===== config.mk =====
export PLATFORM = sky130hd
export DESIGN_NAME = cpsba_core
export DESIGN_NICKNAME = d
export VERILOG_FILES = /design/src/hw/cpsba_pkg.sv /design/src/hw/cpsba_ram.sv /design/src/hw/cpsba_core.sv
export VERILOG_INCLUDE_DIRS = /design/src /design/src/hw
export SDC_FILE = /design/constraint.sdc
export NUM_CORES = 2
export LEC_CHECK = 0
export ABC_CLOCK_PERIOD_IN_PS = 9600
export BUFFER_PORTS_ARGS = -buffer_cell sky130_fd_sc_hd__buf_4
export CAP_MARGIN = 20
export CORE_MARGIN = 2
export CORE_UTILIZATION = 63
export DETAILED_ROUTE_END_ITERATION = 6
export GPL_TIMING_DRIVEN = 0
export PLACE_DENSITY = 0.79
export SYNTH_ARGS = -nofsm -noshare
export SYNTH_HDL_FRONTEND = slang
export SYNTH_SLANG_ARGS = --single-unit

===== constraint.sdc =====
create_clock -name ref_clk_i -period 9.6 [get_ports ref_clk_i]
set_clock_uncertainty 0.1 [all_clocks]
set_input_delay 1.92 -clock ref_clk_i [delete_from_list [all_inputs] [get_ports ref_clk_i]]
set_output_delay 1.92 -clock ref_clk_i [all_outputs]
set_load 0.005 [all_outputs]

===== src/hw/cpsba_defs.svh =====
/*
 * Constants of the program-flow, banking and arithmetic core: data-memory
 * offsets, status bit positions, reset values and timing counts.
 * Assumes it is included by bare name from the core and its package users.
 */
`ifndef CPSBA_DEFS_SVH
`define CPSBA_DEFS_SVH

// ****************************************************************
// data memory offsets (low seven address bits, same in both banks)
// ****************************************************************
`define CPSBA_ADDR_INDIRECT  7'h00
`define CPSBA_ADDR_PCL       7'h02
`define CPSBA_ADDR_STATUS    7'h03
`define CPSBA_ADDR_FSR       7'h04
`define CPSBA_ADDR_PC_UPPER_LATCH    7'h0a
`define CPSBA_GPR_FIRST      7'h0c

// ****************************************************************
// status bit positions
// ****************************************************************
`define CPSBA_ST_C           0
`define CPSBA_ST_DC          1
`define CPSBA_ST_Z           2
`define CPSBA_ST_PD          3
`define CPSBA_ST_TO          4
`define CPSBA_ST_BANK        5

// ****************************************************************
// masks and reset values
// ****************************************************************
`define CPSBA_STATUS_RO_MASK 8'h18
`define CPSBA_PC_UPPER_LATCH_MASK    8'h1f
`define CPSBA_STATUS_RST     8'h18
`define CPSBA_PC_UPPER_LATCH_RST     8'h00
`define CPSBA_FSR_RST        8'h00
`define CPSBA_W_RST          8'h00
`define CPSBA_PC_RST         13'h0000
`define CPSBA_INT_VECTOR     13'h0004

// ****************************************************************
// timing
// ****************************************************************
`define CPSBA_CLKS_PER_ICYC  4

`endif


===== src/hw/cpsba_pkg.sv =====
/*
 * Types shared by the core: execution phases and arithmetic operations.
 * Assumes nothing of its surroundings.
 */
package cpsba_pkg;

    // one instruction cycle is four clock phases
    typedef enum logic [1:0] {
        PH_ADDR,
        PH_READ,
        PH_CALC,
        PH_EXEC
    } cpsba_phase_e;

    typedef enum logic [4:0] {
        OP_NOP,
        OP_ADD,
        OP_SUB,
        OP_AND,
        OP_IOR,
        OP_XOR,
        OP_COM,
        OP_DEC,
        OP_INC,
        OP_MOV,
        OP_MOVW,
        OP_CLR,
        OP_RLF,
        OP_RRF,
        OP_SWAP,
        OP_BCF,
        OP_BSF
    } cpsba_op_e;

endpackage : cpsba_pkg


===== src/hw/cpsba_ram.sv =====
/*
 * General purpose register storage: one write port, one read port whose
 * data come out of a register one clock after the read strobe.
 * Assumes the caller never reads and writes the same word in one clock.
 */
`timescale 1ns/1ps
`default_nettype none

module cpsba_ram #(
    parameter int DATA_W = 8,
    parameter int DEPTH  = 128,
    parameter int ADDR_W = $clog2(DEPTH)
) (
    input  wire logic              ref_clk_i,
    input  wire logic              wr_en_i,
    input  wire logic [ADDR_W-1:0] wr_addr_i,
    input  wire logic [DATA_W-1:0] wr_data_i,
    input  wire logic              rd_en_i,
    input  wire logic [ADDR_W-1:0] rd_addr_i,
    output logic      [DATA_W-1:0] rd_data_o
);

    if (DEPTH < 2 || DEPTH > (1 << ADDR_W)) begin : g_bad_depth
        $error("ram depth does not fit its address width");
    end

    logic [DATA_W-1:0] mem_r [DEPTH];

    always_ff @(posedge ref_clk_i) begin
        if (wr_en_i) begin
            mem_r[wr_addr_i] <= wr_data_i;
        end
    end

    // contents are undefined after power-up, and the read port is not reset either
    always_ff @(posedge ref_clk_i) begin
        if (rd_en_i) begin
            rd_data_o <= mem_r[rd_addr_i];
        end
    end

endmodule : cpsba_ram

`default_nettype wire


===== src/hw/cpsba_core.sv =====
/*
 * Program-flow and data-addressing core: arithmetic unit with flags,
 * working register, two banks that mirror all registers, special and general, indirect
 * access, 13-bit program counter, circular return stack.
 * Assumes program memory answers prog_addr_o within one instruction cycle
 * and that interrupt enable logic outside drops irq_i after irq_ack_o.
 */
`timescale 1ns/1ps
`default_nettype none
`include "cpsba_defs.svh"

module cpsba_core
    import cpsba_pkg::*;
#(
    parameter int STACK_DEPTH = 8
) (
    input  wire logic        ref_clk_i,
    input  wire logic        srst_i,
    output logic      [12:0] prog_addr_o,
    input  wire logic [13:0] prog_data_i,
    input  wire logic        irq_i,
    output logic             irq_ack_o,
    output logic             gie_set_o,
    output logic             sleep_o,
    output logic             wdt_clear_o,
    output logic      [7:0]  w_o,
    output logic      [7:0]  status_o
);

    localparam int SP_W = $clog2(STACK_DEPTH);

    // wrap-around relies on the pointer simply rolling over
    if (STACK_DEPTH < 2 || (STACK_DEPTH & (STACK_DEPTH - 1)) != 0)
    begin : g_bad_stack
        $error("stack depth must be a power of two");
    end

    // ****************************************************************
    // state
    // ****************************************************************
    cpsba_phase_e      ph_r;
    logic [13:0]       instr_r;
    logic              instr_valid_r;
    logic [12:0]       pc_r;
    logic [7:0]        w_r;
    logic [7:0]        status_r;
    logic [7:0]        status_nxt;
    logic [7:0]        fsr_r;
    logic [7:0]        pc_upper_latch_r;
    logic [7:0]        eff_addr_r;
    logic [7:0]        opnd_r;
    logic [12:0]       stack_r [STACK_DEPTH];
    logic [SP_W-1:0]   sp_r;
    logic [SP_W-1:0]   sp_dec;
    logic [7:0]        ram_rdata;
    logic              irq_ack_r;
    logic              gie_set_r;
    logic              sleep_r;
    logic              wdt_clear_r;

    // ****************************************************************
    // decode
    // ****************************************************************
    cpsba_op_e   op;
    logic        use_lit;
    logic        wr_f;
    logic        wr_w;
    logic        aff_z;
    logic        aff_c;
    logic        aff_dc;
    logic        skip_zero;
    logic        bit_test;
    logic        is_call;
    logic        is_goto;
    logic        is_ret;
    logic        is_return_from_interrupt;
    logic        is_sleep;
    logic        is_clrwdt;

    always_comb begin
        op        = OP_NOP;
        use_lit   = 1'b0;
        wr_f      = 1'b0;
        wr_w      = 1'b0;
        aff_z     = 1'b0;
        aff_c     = 1'b0;
        aff_dc    = 1'b0;
        skip_zero = 1'b0;
        bit_test  = 1'b0;
        is_call   = 1'b0;
        is_goto   = 1'b0;
        is_ret    = 1'b0;
        is_return_from_interrupt = 1'b0;
        is_sleep  = 1'b0;
        is_clrwdt = 1'b0;
        case (instr_r[13:12])
            2'b00: begin
                // byte operations: bit 7 picks file or working register
                wr_f = instr_r[7];
                wr_w = ~instr_r[7];
                case (instr_r[11:8])
                    4'h0: begin
                        wr_w = 1'b0;
                        wr_f = instr_r[7];
                        if (instr_r[7]) begin
                            op = OP_MOVW;
                        end else begin
                            case (instr_r[6:0])
                                7'h08: is_ret = 1'b1;
                                7'h09: begin
                                    is_ret    = 1'b1;
                                    is_return_from_interrupt = 1'b1;
                                end
                                7'h63: is_sleep  = 1'b1;
                                7'h64: is_clrwdt = 1'b1;
                                default: op = OP_NOP;
                            endcase
                        end
                    end
                    4'h1: begin
                        op    = OP_CLR;
                        aff_z = 1'b1;
                    end
                    4'h2: begin
                        op     = OP_SUB;
                        aff_z  = 1'b1;
                        aff_c  = 1'b1;
                        aff_dc = 1'b1;
                    end
                    4'h3: begin
                        op    = OP_DEC;
                        aff_z = 1'b1;
                    end
                    4'h4: begin
                        op    = OP_IOR;
                        aff_z = 1'b1;
                    end
                    4'h5: begin
                        op    = OP_AND;
                        aff_z = 1'b1;
                    end
                    4'h6: begin
                        op    = OP_XOR;
                        aff_z = 1'b1;
                    end
                    4'h7: begin
                        op     = OP_ADD;
                        aff_z  = 1'b1;
                        aff_c  = 1'b1;
                        aff_dc = 1'b1;
                    end
                    4'h8: begin
                        op    = OP_MOV;
                        aff_z = 1'b1;
                    end
                    4'h9: begin
                        op    = OP_COM;
                        aff_z = 1'b1;
                    end
                    4'ha: begin
                        op    = OP_INC;
                        aff_z = 1'b1;
                    end
                    4'hb: begin
                        op        = OP_DEC;
                        skip_zero = 1'b1;
                    end
                    4'hc: begin
                        op    = OP_RRF;
                        aff_c = 1'b1;
                    end
                    4'hd: begin
                        op    = OP_RLF;
                        aff_c = 1'b1;
                    end
                    4'he: op = OP_SWAP;
                    4'hf: begin
                        op        = OP_INC;
                        skip_zero = 1'b1;
                    end
                    default: op = OP_NOP;
                endcase
            end
            2'b01: begin
                case (instr_r[11:10])
                    2'b00: begin
                        op   = OP_BCF;
                        wr_f = 1'b1;
                    end
                    2'b01: begin
                        op   = OP_BSF;
                        wr_f = 1'b1;
                    end
                    default: bit_test = 1'b1;
                endcase
            end
            2'b10: begin
                is_call = ~instr_r[11];
                is_goto = instr_r[11];
            end
            default: begin
                use_lit = 1'b1;
                wr_w    = 1'b1;
                case (instr_r[11:8])
                    4'h0, 4'h1, 4'h2, 4'h3: op = OP_MOV;
                    4'h4, 4'h5, 4'h6, 4'h7: begin
                        op     = OP_MOV;
                        is_ret = 1'b1;
                    end
                    4'h8: op = OP_IOR;
                    4'h9: op = OP_AND;
                    4'ha: op = OP_XOR;
                    4'hc, 4'hd: op = OP_SUB;
                    4'he, 4'hf: op = OP_ADD;
                    default: wr_w = 1'b0;
                endcase
                if (op != OP_MOV && op != OP_NOP) begin
                    aff_z = 1'b1;
                end
                if (op == OP_ADD || op == OP_SUB) begin
                    aff_c  = 1'b1;
                    aff_dc = 1'b1;
                end
            end
        endcase
    end

    // ****************************************************************
    // arithmetic unit
    // ****************************************************************
    logic [7:0] a_opnd;
    logic [8:0] sum9;
    logic [8:0] dif9;
    logic [4:0] sum5;
    logic [4:0] dif5;
    logic [7:0] bit_mask;
    logic [7:0] res;
    logic       c_out;
    logic       dc_out;

    assign a_opnd   = use_lit ? instr_r[7:0] : opnd_r;
    assign sum9     = {1'b0, a_opnd} + {1'b0, w_r};
    assign dif9     = {1'b0, a_opnd} - {1'b0, w_r};
    assign sum5     = {1'b0, a_opnd[3:0]} + {1'b0, w_r[3:0]};
    assign dif5     = {1'b0, a_opnd[3:0]} - {1'b0, w_r[3:0]};
    assign bit_mask = 8'h01 << instr_r[9:7];

    always_comb begin
        res    = a_opnd;
        c_out  = status_r[`CPSBA_ST_C];
        dc_out = status_r[`CPSBA_ST_DC];
        case (op)
            OP_ADD: begin
                res    = sum9[7:0];
                c_out  = sum9[8];
                dc_out = sum5[4];
            end
            OP_SUB: begin
                res    = dif9[7:0];
                c_out  = ~dif9[8];
                dc_out = ~dif5[4];
            end
            OP_AND:  res = a_opnd & w_r;
            OP_IOR:  res = a_opnd | w_r;
            OP_XOR:  res = a_opnd ^ w_r;
            OP_COM:  res = ~a_opnd;
            OP_DEC:  res = a_opnd - 8'h01;
            OP_INC:  res = a_opnd + 8'h01;
            OP_MOVW: res = w_r;
            OP_CLR:  res = 8'h00;
            OP_RLF: begin
                res   = {a_opnd[6:0], status_r[`CPSBA_ST_C]};
                c_out = a_opnd[7];
            end
            OP_RRF: begin
                res   = {status_r[`CPSBA_ST_C], a_opnd[7:1]};
                c_out = a_opnd[0];
            end
            OP_SWAP: res = {a_opnd[3:0], a_opnd[7:4]};
            OP_BCF:  res = a_opnd & ~bit_mask;
            OP_BSF:  res = a_opnd | bit_mask;
            default: res = a_opnd;
        endcase
    end

    // ****************************************************************
    // execution control
    // ****************************************************************
    logic        ex;
    logic        gpr_hit;
    logic        pcl_wr;
    logic        skip;
    logic        take_irq;
    logic        push;
    logic        pop;
    logic        flush;
    logic [12:0] pc_nxt;

    assign ex      = instr_valid_r && (ph_r == PH_EXEC);
    assign gpr_hit = eff_addr_r[6:0] >= `CPSBA_GPR_FIRST;
    assign pcl_wr  = wr_f && (eff_addr_r[6:0] == `CPSBA_ADDR_PCL);
    assign skip    = (skip_zero && res == 8'h00) ||
                     (bit_test && a_opnd[instr_r[9:7]] == instr_r[10]);
    assign take_irq = ex && irq_i &&
                      !(is_call || is_goto || is_ret || pcl_wr || skip);
    assign push    = (ex && is_call) || take_irq;
    assign pop     = ex && is_ret;
    assign sp_dec  = sp_r - 1'b1;
    assign flush   = take_irq || (ex && (is_call || is_goto || is_ret ||
                     pcl_wr || skip));

    always_comb begin
        pc_nxt = pc_r + 13'h0001;
        if (take_irq) begin
            pc_nxt = `CPSBA_INT_VECTOR;
        end else if (ex && (is_call || is_goto)) begin
            pc_nxt = {pc_upper_latch_r[4:3], instr_r[10:0]};
        end else if (pop) begin
            pc_nxt = stack_r[sp_dec];
        end else if (ex && pcl_wr) begin
            pc_nxt = {pc_upper_latch_r[4:0], res};
        end
    end

    always_ff @(posedge ref_clk_i) begin
        if (srst_i) begin
            ph_r <= PH_ADDR;
        end else begin
            case (ph_r)
                PH_ADDR: ph_r <= PH_READ;
                PH_READ: ph_r <= PH_CALC;
                PH_CALC: ph_r <= PH_EXEC;
                default: ph_r <= PH_ADDR;
            endcase
        end
    end

    // fetch of the next word overlaps execution of the current one
    always_ff @(posedge ref_clk_i) begin
        if (srst_i) begin
            pc_r          <= `CPSBA_PC_RST;
            instr_r       <= 14'h0000;
            instr_valid_r <= 1'b0;
        end else if (ph_r == PH_EXEC) begin
            pc_r          <= pc_nxt;
            instr_r       <= prog_data_i;
            instr_valid_r <= ~flush;
        end
    end

    // ****************************************************************
    // return stack
    // ****************************************************************
    for (genvar gi = 0; gi < STACK_DEPTH; gi++) begin : g_stack
        always_ff @(posedge ref_clk_i) begin
            if (srst_i) begin
                stack_r[gi] <= 13'h0000;
            end else if (push && sp_r == SP_W'(gi)) begin
                stack_r[gi] <= pc_r;
            end
        end
    end

    // the pointer has no address, so software can neither see nor move it
    always_ff @(posedge ref_clk_i) begin
        if (srst_i) begin
            sp_r <= '0;
        end else if (push) begin
            sp_r <= sp_r + 1'b1;
        end else if (pop) begin
            sp_r <= sp_dec;
        end
    end

    // ****************************************************************
    // data memory access
    // ****************************************************************
    always_ff @(posedge ref_clk_i) begin
        if (srst_i) begin
            eff_addr_r <= 8'h00;
        end else if (ph_r == PH_ADDR) begin
            if (instr_r[6:0] == `CPSBA_ADDR_INDIRECT) begin
                eff_addr_r <= fsr_r;
            end else begin
                eff_addr_r <= {status_r[`CPSBA_ST_BANK], instr_r[6:0]};
            end
        end
    end

    // bank bit is dropped: specials mirror and bank one reuses bank zero
    always_ff @(posedge ref_clk_i) begin
        if (srst_i) begin
            opnd_r <= 8'h00;
        end else if (ph_r == PH_READ) begin
            case (eff_addr_r[6:0])
                `CPSBA_ADDR_PCL:    opnd_r <= pc_r[7:0];
                `CPSBA_ADDR_STATUS: opnd_r <= status_r;
                `CPSBA_ADDR_FSR:    opnd_r <= fsr_r;
                `CPSBA_ADDR_PC_UPPER_LATCH: opnd_r <= pc_upper_latch_r;
                default: opnd_r <= gpr_hit ? ram_rdata : 8'h00;
            endcase
        end
    end

    cpsba_ram #(
        .DATA_W (8),
        .DEPTH  (128)
    ) u_gpr (
        .ref_clk_i (ref_clk_i),
        .wr_en_i   (ex && wr_f && gpr_hit),
        .wr_addr_i (eff_addr_r[6:0]),
        .wr_data_i (res),
        .rd_en_i   (ph_r == PH_ADDR),
        .rd_addr_i (instr_r[6:0] == `CPSBA_ADDR_INDIRECT ? fsr_r[6:0]
                    : instr_r[6:0]),
        .rd_data_o (ram_rdata)
    );

    // ****************************************************************
    // registers
    // ****************************************************************
    always_ff @(posedge ref_clk_i) begin
        if (srst_i) begin
            w_r <= `CPSBA_W_RST;
        end else if (ex && wr_w) begin
            w_r <= res;
        end
    end

    always_ff @(posedge ref_clk_i) begin
        if (srst_i) begin
            fsr_r <= `CPSBA_FSR_RST;
        end else if (ex && wr_f && eff_addr_r[6:0] == `CPSBA_ADDR_FSR) begin
            fsr_r <= res;
        end
    end

    // paging bits are stored but steer only call, goto and low-byte writes
    always_ff @(posedge ref_clk_i) begin
        if (srst_i) begin
            pc_upper_latch_r <= `CPSBA_PC_UPPER_LATCH_RST;
        end else if (ex && wr_f &&
                     eff_addr_r[6:0] == `CPSBA_ADDR_PC_UPPER_LATCH) begin
            pc_upper_latch_r <= res & `CPSBA_PC_UPPER_LATCH_MASK;
        end
    end

    // flag results win over a plain write of the same register
    always_comb begin
        status_nxt = status_r;
        if (ex) begin
            if (wr_f && eff_addr_r[6:0] == `CPSBA_ADDR_STATUS) begin
                status_nxt = (res & ~`CPSBA_STATUS_RO_MASK) |
                             (status_r & `CPSBA_STATUS_RO_MASK);
            end
            if (aff_z) begin
                status_nxt[`CPSBA_ST_Z] = (res == 8'h00);
            end
            if (aff_c) begin
                status_nxt[`CPSBA_ST_C] = c_out;
            end
            if (aff_dc) begin
                status_nxt[`CPSBA_ST_DC] = dc_out;
            end
            if (is_clrwdt || is_sleep) begin
                status_nxt[`CPSBA_ST_TO] = 1'b1;
                status_nxt[`CPSBA_ST_PD] = is_clrwdt;
            end
        end
    end

    always_ff @(posedge ref_clk_i) begin
        if (srst_i) begin
            status_r <= `CPSBA_STATUS_RST;
        end else begin
            status_r <= status_nxt;
        end
    end

    always_ff @(posedge ref_clk_i) begin
        if (srst_i) begin
            irq_ack_r   <= 1'b0;
            gie_set_r   <= 1'b0;
            sleep_r     <= 1'b0;
            wdt_clear_r <= 1'b0;
        end else begin
            irq_ack_r   <= take_irq;
            gie_set_r   <= ex && is_return_from_interrupt;
            sleep_r     <= ex && is_sleep;
            wdt_clear_r <= ex && is_clrwdt;
        end
    end

    assign prog_addr_o = pc_r;
    assign irq_ack_o   = irq_ack_r;
    assign gie_set_o   = gie_set_r;
    assign sleep_o     = sleep_r;
    assign wdt_clear_o = wdt_clear_r;
    assign w_o         = w_r;
    assign status_o    = status_r;

endmodule : cpsba_core

`default_nettype wire


==> Yosys cells after proc, flatten, opt, wreduce, memory -nomap -nowiden <==
Memory sizes are Yosys's and may differ from the RTL's. A register that Yosys moved wholly into a read port is not among the register bits.
Cells that the tools add are included.
{ "totals": {"reg_bits": 81, "mem_bits_rw": 1128, "in_bits": 17, "out_inout_bits": 33, "elab_cells": 283, "memories": 2} }
{ "classes": {"n_addsub": 9, "n_lt_le_gt_ge": 2, "eq_ne": 57, "shifts": 1, "muxes": 100, "bitwise_logic": 21, "n_reduce_logical": 72} }
{ "memory_table": {"columns": ["memory", "depth", "word_bits", "rd", "rd_ports_with_merged_regs", "write_ports", "line", "source"], "rows": [
  ["u_gpr.mem_r", 128, 8, 1, 1, 1, "cpsba_ram.sv:27", "logic [DATA_W-1:0] mem_r [DEPTH];"],
  ["stack_r", 8, 13, 1, 0, 8, "cpsba_core.sv:52", "logic [12:0] stack_r [STACK_DEPTH];"]
]} }
{ "op_table": {"columns": ["operator", "n"], "rows": [
  ["$mux W13", 12],
  ["$pmux W8 S15", 1],
  ["$pmux W5 S14", 1],
  ["$mux W1", 62],
  ["$eq A5 B4 Y1 const B", 7],
  ["$eq A4 B4 Y1 const B", 8],
  ["$pmux W8 S4", 1],
  ["$logic_and A1 B1 Y1", 29],
  ["$pmux W4 S6", 1],
  ["$eq A7 B4 Y1 const B", 3],
  ["$eq A5 B3 Y1 const B", 4],
  ["$reduce_or A2 Y1", 9],
  ["$and A8 B8 Y8", 2],
  ["$eq A4 B3 Y1 const B", 4],
  ["$mux W8", 2],
  ["$not A8 Y8", 2],
  ["$or A8 B8 Y8", 2],
  ["$eq A5 B2 Y1 const B", 3],
  ["$pmux W5 S3", 1],
  ["$reduce_or A15 Y1", 1],
  ["$eq A7 B2 Y1 const B", 2],
  ["$eq A7 B7 Y1 const B", 2],
  ["$mux W7", 2],
  ["$pmux W1 S2", 7],
  ["53 further kinds", 94]
]} }

==> Depth between registers and ports, before layout <==
{ "depth": {"depth_word": 19, "ltp_mapped": 25} }

==> By module <==
From an unflattened synthesis, not the netlist that was laid out.
{ "unflattened": {"hier_cells": 2906, "area_unflattened_um2": 51770.9} }
{ "modules_own_cells": {"columns": ["module", "n_inst", "cells_each", "area_per_inst_um2", "seq_area_each_um2"], "rows": [
  ["cpsba_ram", 1, 1635, 39745.6, 30989.7],
  ["cpsba_core", 1, 1271, 12025.3, 4744.6]
]} }

==> Worst setup path after synthesis <==
OpenSTA, ideal clock, no wires.
{ "synth_timing": {"kind": "reg2reg", "from": "register instr_r[7]", "to": "memory u_gpr.mem_r[0][4] (data pin)", "t_arrival_ps": 6656, "t_required_ps": 8501, "path_slack_ps": 1845, "stages_incl_launch_ff": 16, "path_buffers": 2, "synth_period_minus_slack_ps": 7755, "path_cell_list": "dfxtp_1 > buf_2 > or3_4 > o31ai_2 > o21a_2 > nor2_1 > buf_2 > nor2_1 > nand3_1 > ha_1 > a21o_1 > a21oi_1 > xnor2_1 > a32o_1 > a221oi_1 > a31oi_1"} }
{ "synth_between": {"elab_chain_cells": 5, "word_cells_on_any_way": 23} }
{ "synth_lines": {"columns": ["element", "line", "source"], "rows": [
  ["start, declared", "cpsba_core.sv:42", "logic [13:0] instr_r;"],
  ["start signal, assigned", "cpsba_core.sv:346", "instr_r <= prog_data_i;"],
  ["$mux W4", "cpsba_core.sv:105", "if (instr_r[7]) begin"],
  ["$pmux W5 S14", "cpsba_core.sv:101", "case (instr_r[11:8])"],
  ["$pmux W5 S3", "cpsba_core.sv:96", "case (instr_r[13:12])"],
  ["$eq A5 B5 Y1 (tied with other cells)", "cpsba_core.sv:252", "case (op)"],
  ["$pmux W8 S15 (*)", "cpsba_core.sv:252", null],
  ["net res[4]", "cpsba_core.sv:237", "logic [7:0] res;"],
  ["end, declared", "cpsba_ram.sv:27", null]
]} }
Mark *: on every way through the listed nets, which the timed path passes. The rest lies on a longest branch. The select of a mux whose other input is x is not followed.

==> out/qor.txt <==
Most frequent cells after synthesis: edfxtp_1, mux4_2, nand2_1
Post-cts sizing count: 0
Crit-path max FO: 20
Complex-gate fraction of the synthesized area: 6.68%
Post-route clock period utilization: 67.9%
Post-Place Worst Slack: 3.02 ns
DR vias/cell: 7.03
Die ar.: 84800 µm²
Share of layout cells above drive strength 1: 17.7%
Clock sink count: 1217
Global-route wire length before repair: 214 mm
Synth top area share: 65.6%
Synth Flop Type: edfxtp_1
Placement row count: 105
Sequence of cells on the critical path: buf_6, clkbuf_1, a222oi_1, a31oi_2, clkbuf_1, nand3_1, ha_1, a2111o_1, a21oi_1, xnor2_1, and2_0, a311oi_1, a31oi_4, nor2_1, nand4_4, buf_6, a41o_1
Fill count: 5028
Vias: 32800
GRT overflow: 0
Layout net count: 3560
Critical Path Slowest Stage Cell: a31oi_4
Insertion delay of the later-clocked pin in the worst-skew pair: 0.71 ns
Worst endpoint data arrival time: 6.74 ns
Root Buffer: clkbuf_16
CTS Hold Bufs: 0
Seq pwr share: 45.4%
Sw Ratio: 32.9%
Syn-to-layout area delta: 12.3%
Largest cells by area after synthesis: edfxtp_1, mux4_2, dfxtp_1, nand2_1, nor2_1
XOR/XNOR Fraction of Synth Area: 0.421%
Mapped Cells: 3213
Comb pwr share: 29.2%
Max transition margin: 15.7%
Worst setup EP type: flip-flop
Syn avg cell area: 16.2 µm²
WP data required: 9.83 ns
Hold Crit Class: reg -> reg
Count leader, synth: edfxtp_1
Worst slew pin tran: 1.27 ns
Leading area contributor after synthesis: edfxtp_1
Starting DRT DRC Count: 4915
Slew Limit Fails: 0
Worst Hold Margin: 0.384 ns
Die Y: 291 µm
Initial antenna violation count: 2
Total CTS buffers: 114
Max incr delay on CP: 0.73 ns
Number of synthesized flops with an enable pin: 1136
TritonRoute pass-1 iters: 6
Synth async-reset ratio: 0%
CP startpoint kind: flip-flop
Max-Cap Viols: 0
Sw Pwr: 5800 µW
Unrepaired setup endpoints after global routing: no
Post-CTS setup buffers: 0
Gr usage total: 34.6%
Status: finished, final reports clean
Core area: 81800 µm²
Worst vdd ir: 0.261 mV
Synth Area in Simple Gates: 7.69%
CTS Buffer Depth: 3
Final GP Congestion: 0.964
Port Buffers: 49
Clk pin slew, worst setup/hold paths: 0.06 ns
Vias in the first global route: 32400
Area of the mapped netlist: 52000 µm²
Post-route ant nets: 0
CTS H-Tree Depth: 3
Register bit total from synthesis: 1217
Clk pwr share: 25.4%
TritonCTS clock tree: yes
Mux cell area share after synthesis: 13.3%
Adder-Cell Fraction of Synth Area: 0.982%
Final setup fails: 0
Fmax: 0.153 GHz
Drt drc: 0
Final setup margin: 3.08 ns
Largest family of logic cells by synthesized area: multiplexers
Synth cell types: 94
Synth warn: 0
PwrDens: 302 nW/µm²
IO Count: 50
Internal power: 11900 µW
WS Path Type: reg -> reg
Final hold vios: 0
DRT Wirelength: 146 mm
Initial core utilization: 63.5%
Post-detail-place hpwl: 95.7 mm
Routed length per instance: 31.3 µm
Post-route minimum period: 6.52 ns
Part of the Yosys area used for sequential elements: 68.8%
Post-route setup TNS: 0 ns
Largest net degree at the start of global routing: 77
Die W: 291 µm
Leakage: 0.0192 µW
==> worst max-delay path: cells and delay by family, from the launching register on <==
kind / cells / cell delay [ns]
AO/OA/AOI/OAI: 7 / 2.72
buffers and inverters: 4 / 1.25
AND/OR/NAND/NOR: 4 / 1.10
adder cells (fa/ha/maj): 1 / 0.47
flip-flops: 1 / 0.32
XOR/XNOR: 1 / 0.20
==> layout make-up <==
class	count	area [µm²]	area share, %
Antenna cell	1	2.50	0.00429
Inverter	32	120	0.206
Tap cell	1070	1340	2.29
Sequential cell	1217	35700	61.2
Buffer	231	986	1.69
Clock inverter	69	697	1.19
Multi-Input combinational cell	1828	15500	26.6
Clock buffer	140	2990	5.11
Timing Repair Buffer	80	963	1.65
==> per-layer routing <==
layer / vias up / part of all wire, % / global-route usage (%)
li1: 13400 / - / -
met1: 16400 / 36 / 46.6
met2: 2562 / 47 / 54.6
met3: 514 / 11 / 6.82
met4: 2 / 6.1 / 17.8
met5: - / 0.0075 / 0
==> placed cells by master, fill, tap and decap left out, drive strengths merged, types with 8 or more instances in the layout <==
cell,synthesis,layout
a211oi,102,102
nor4b,22,22
mux4,284,284
and3,9,9
a22oi,19,19
a221oi,8,8
xor2,12,12
bufinv,0,10
inv,30,31
o22ai,8,8
nand4,10,10
o211ai,11,11
nand2b,14,14
conb,1,96
nor4,17,17
a222oi,8,8
nor3,115,115
a32o,16,16
nand3,35,35
a21oi,90,90
or3,9,9
edfxtp,1136,1136
ha,36,36
a311oi,43,43
clkinv,2,53
buf,88,167
o21ai,56,56
xnor2,13,13
a31oi,41,41
nand2,274,274
nor2,240,240
nor2b,14,14
a2111oi,9,9
mux2i,44,44
clkbuf,143,284
dfxtp,81,81
and2,72,72
a21o,16,16
==> through the flow <==
stage	std cells	util, %	power, µW	instance area (µm²)
floorplan	3308	-	10800	52300
global placement	4427	66.0	12400	54000
detailed placement	4456	66.8	13100	54700
CTS	4665	71.3	17500	58300
global route	4667	71.3	18100	58400
finish	4668	71.3	17700	58400
==> state kept, by name, summed over array words and instances (netlist names), 2 cells and up <==
| signal | count |
|---|---|
| eff_addr_r | 7 |
| fsr_r | 8 |
| instr_r | 14 |
| opnd_r | 8 |
| pc_upper_latch_r | 5 |
| ph_r | 2 |
| prog_addr_o | 13 |
| sp_r | 3 |
| stack_r | 104 |
| status_o | 8 |
| u_gpr.mem_r | 1024 |
| u_gpr.rd_data_o | 8 |
| w_o | 8 |
==> power by group through the flow <==
stage / logic, µW / clock network (µW) / registers [µW]
floorplan: 2430 / 0 / 8380
global placement: 3840 / 0 / 8510
finish: 5160 / 4480 / 8020
global route: 5380 / 4680 / 8040
detailed placement: 4980 / 0 / 8120
CTS: 5030 / 4490 / 8020
==> final timing paths <==
kind                                                from                     endpoint  cells after the start  slack [ns]
worst max register to register  instr_r[12]$_SDFFE_PP0N_  stack_r[1][0]$_SDFFCE_PN0P_                     17        3.08
worst min register to register     fsr_r[4]$_SDFFE_PP0P_        fsr_r[4]$_SDFFE_PP0P_                      2        0.38
worst max-delay path            instr_r[12]$_SDFFE_PP0N_  stack_r[1][0]$_SDFFCE_PN0P_                     17        3.08
worst min-delay path               fsr_r[4]$_SDFFE_PP0P_        fsr_r[4]$_SDFFE_PP0P_                      2        0.38
==> cell families after synthesis <==
family / count (synthesis)
flops: 1217
simple gates: 847
compound gates: 486
mux: 335
buf+inv: 263
fa+ha+maj: 39
xor+xnor: 25
other cells: 1
(Power assumes the default switching activity.)
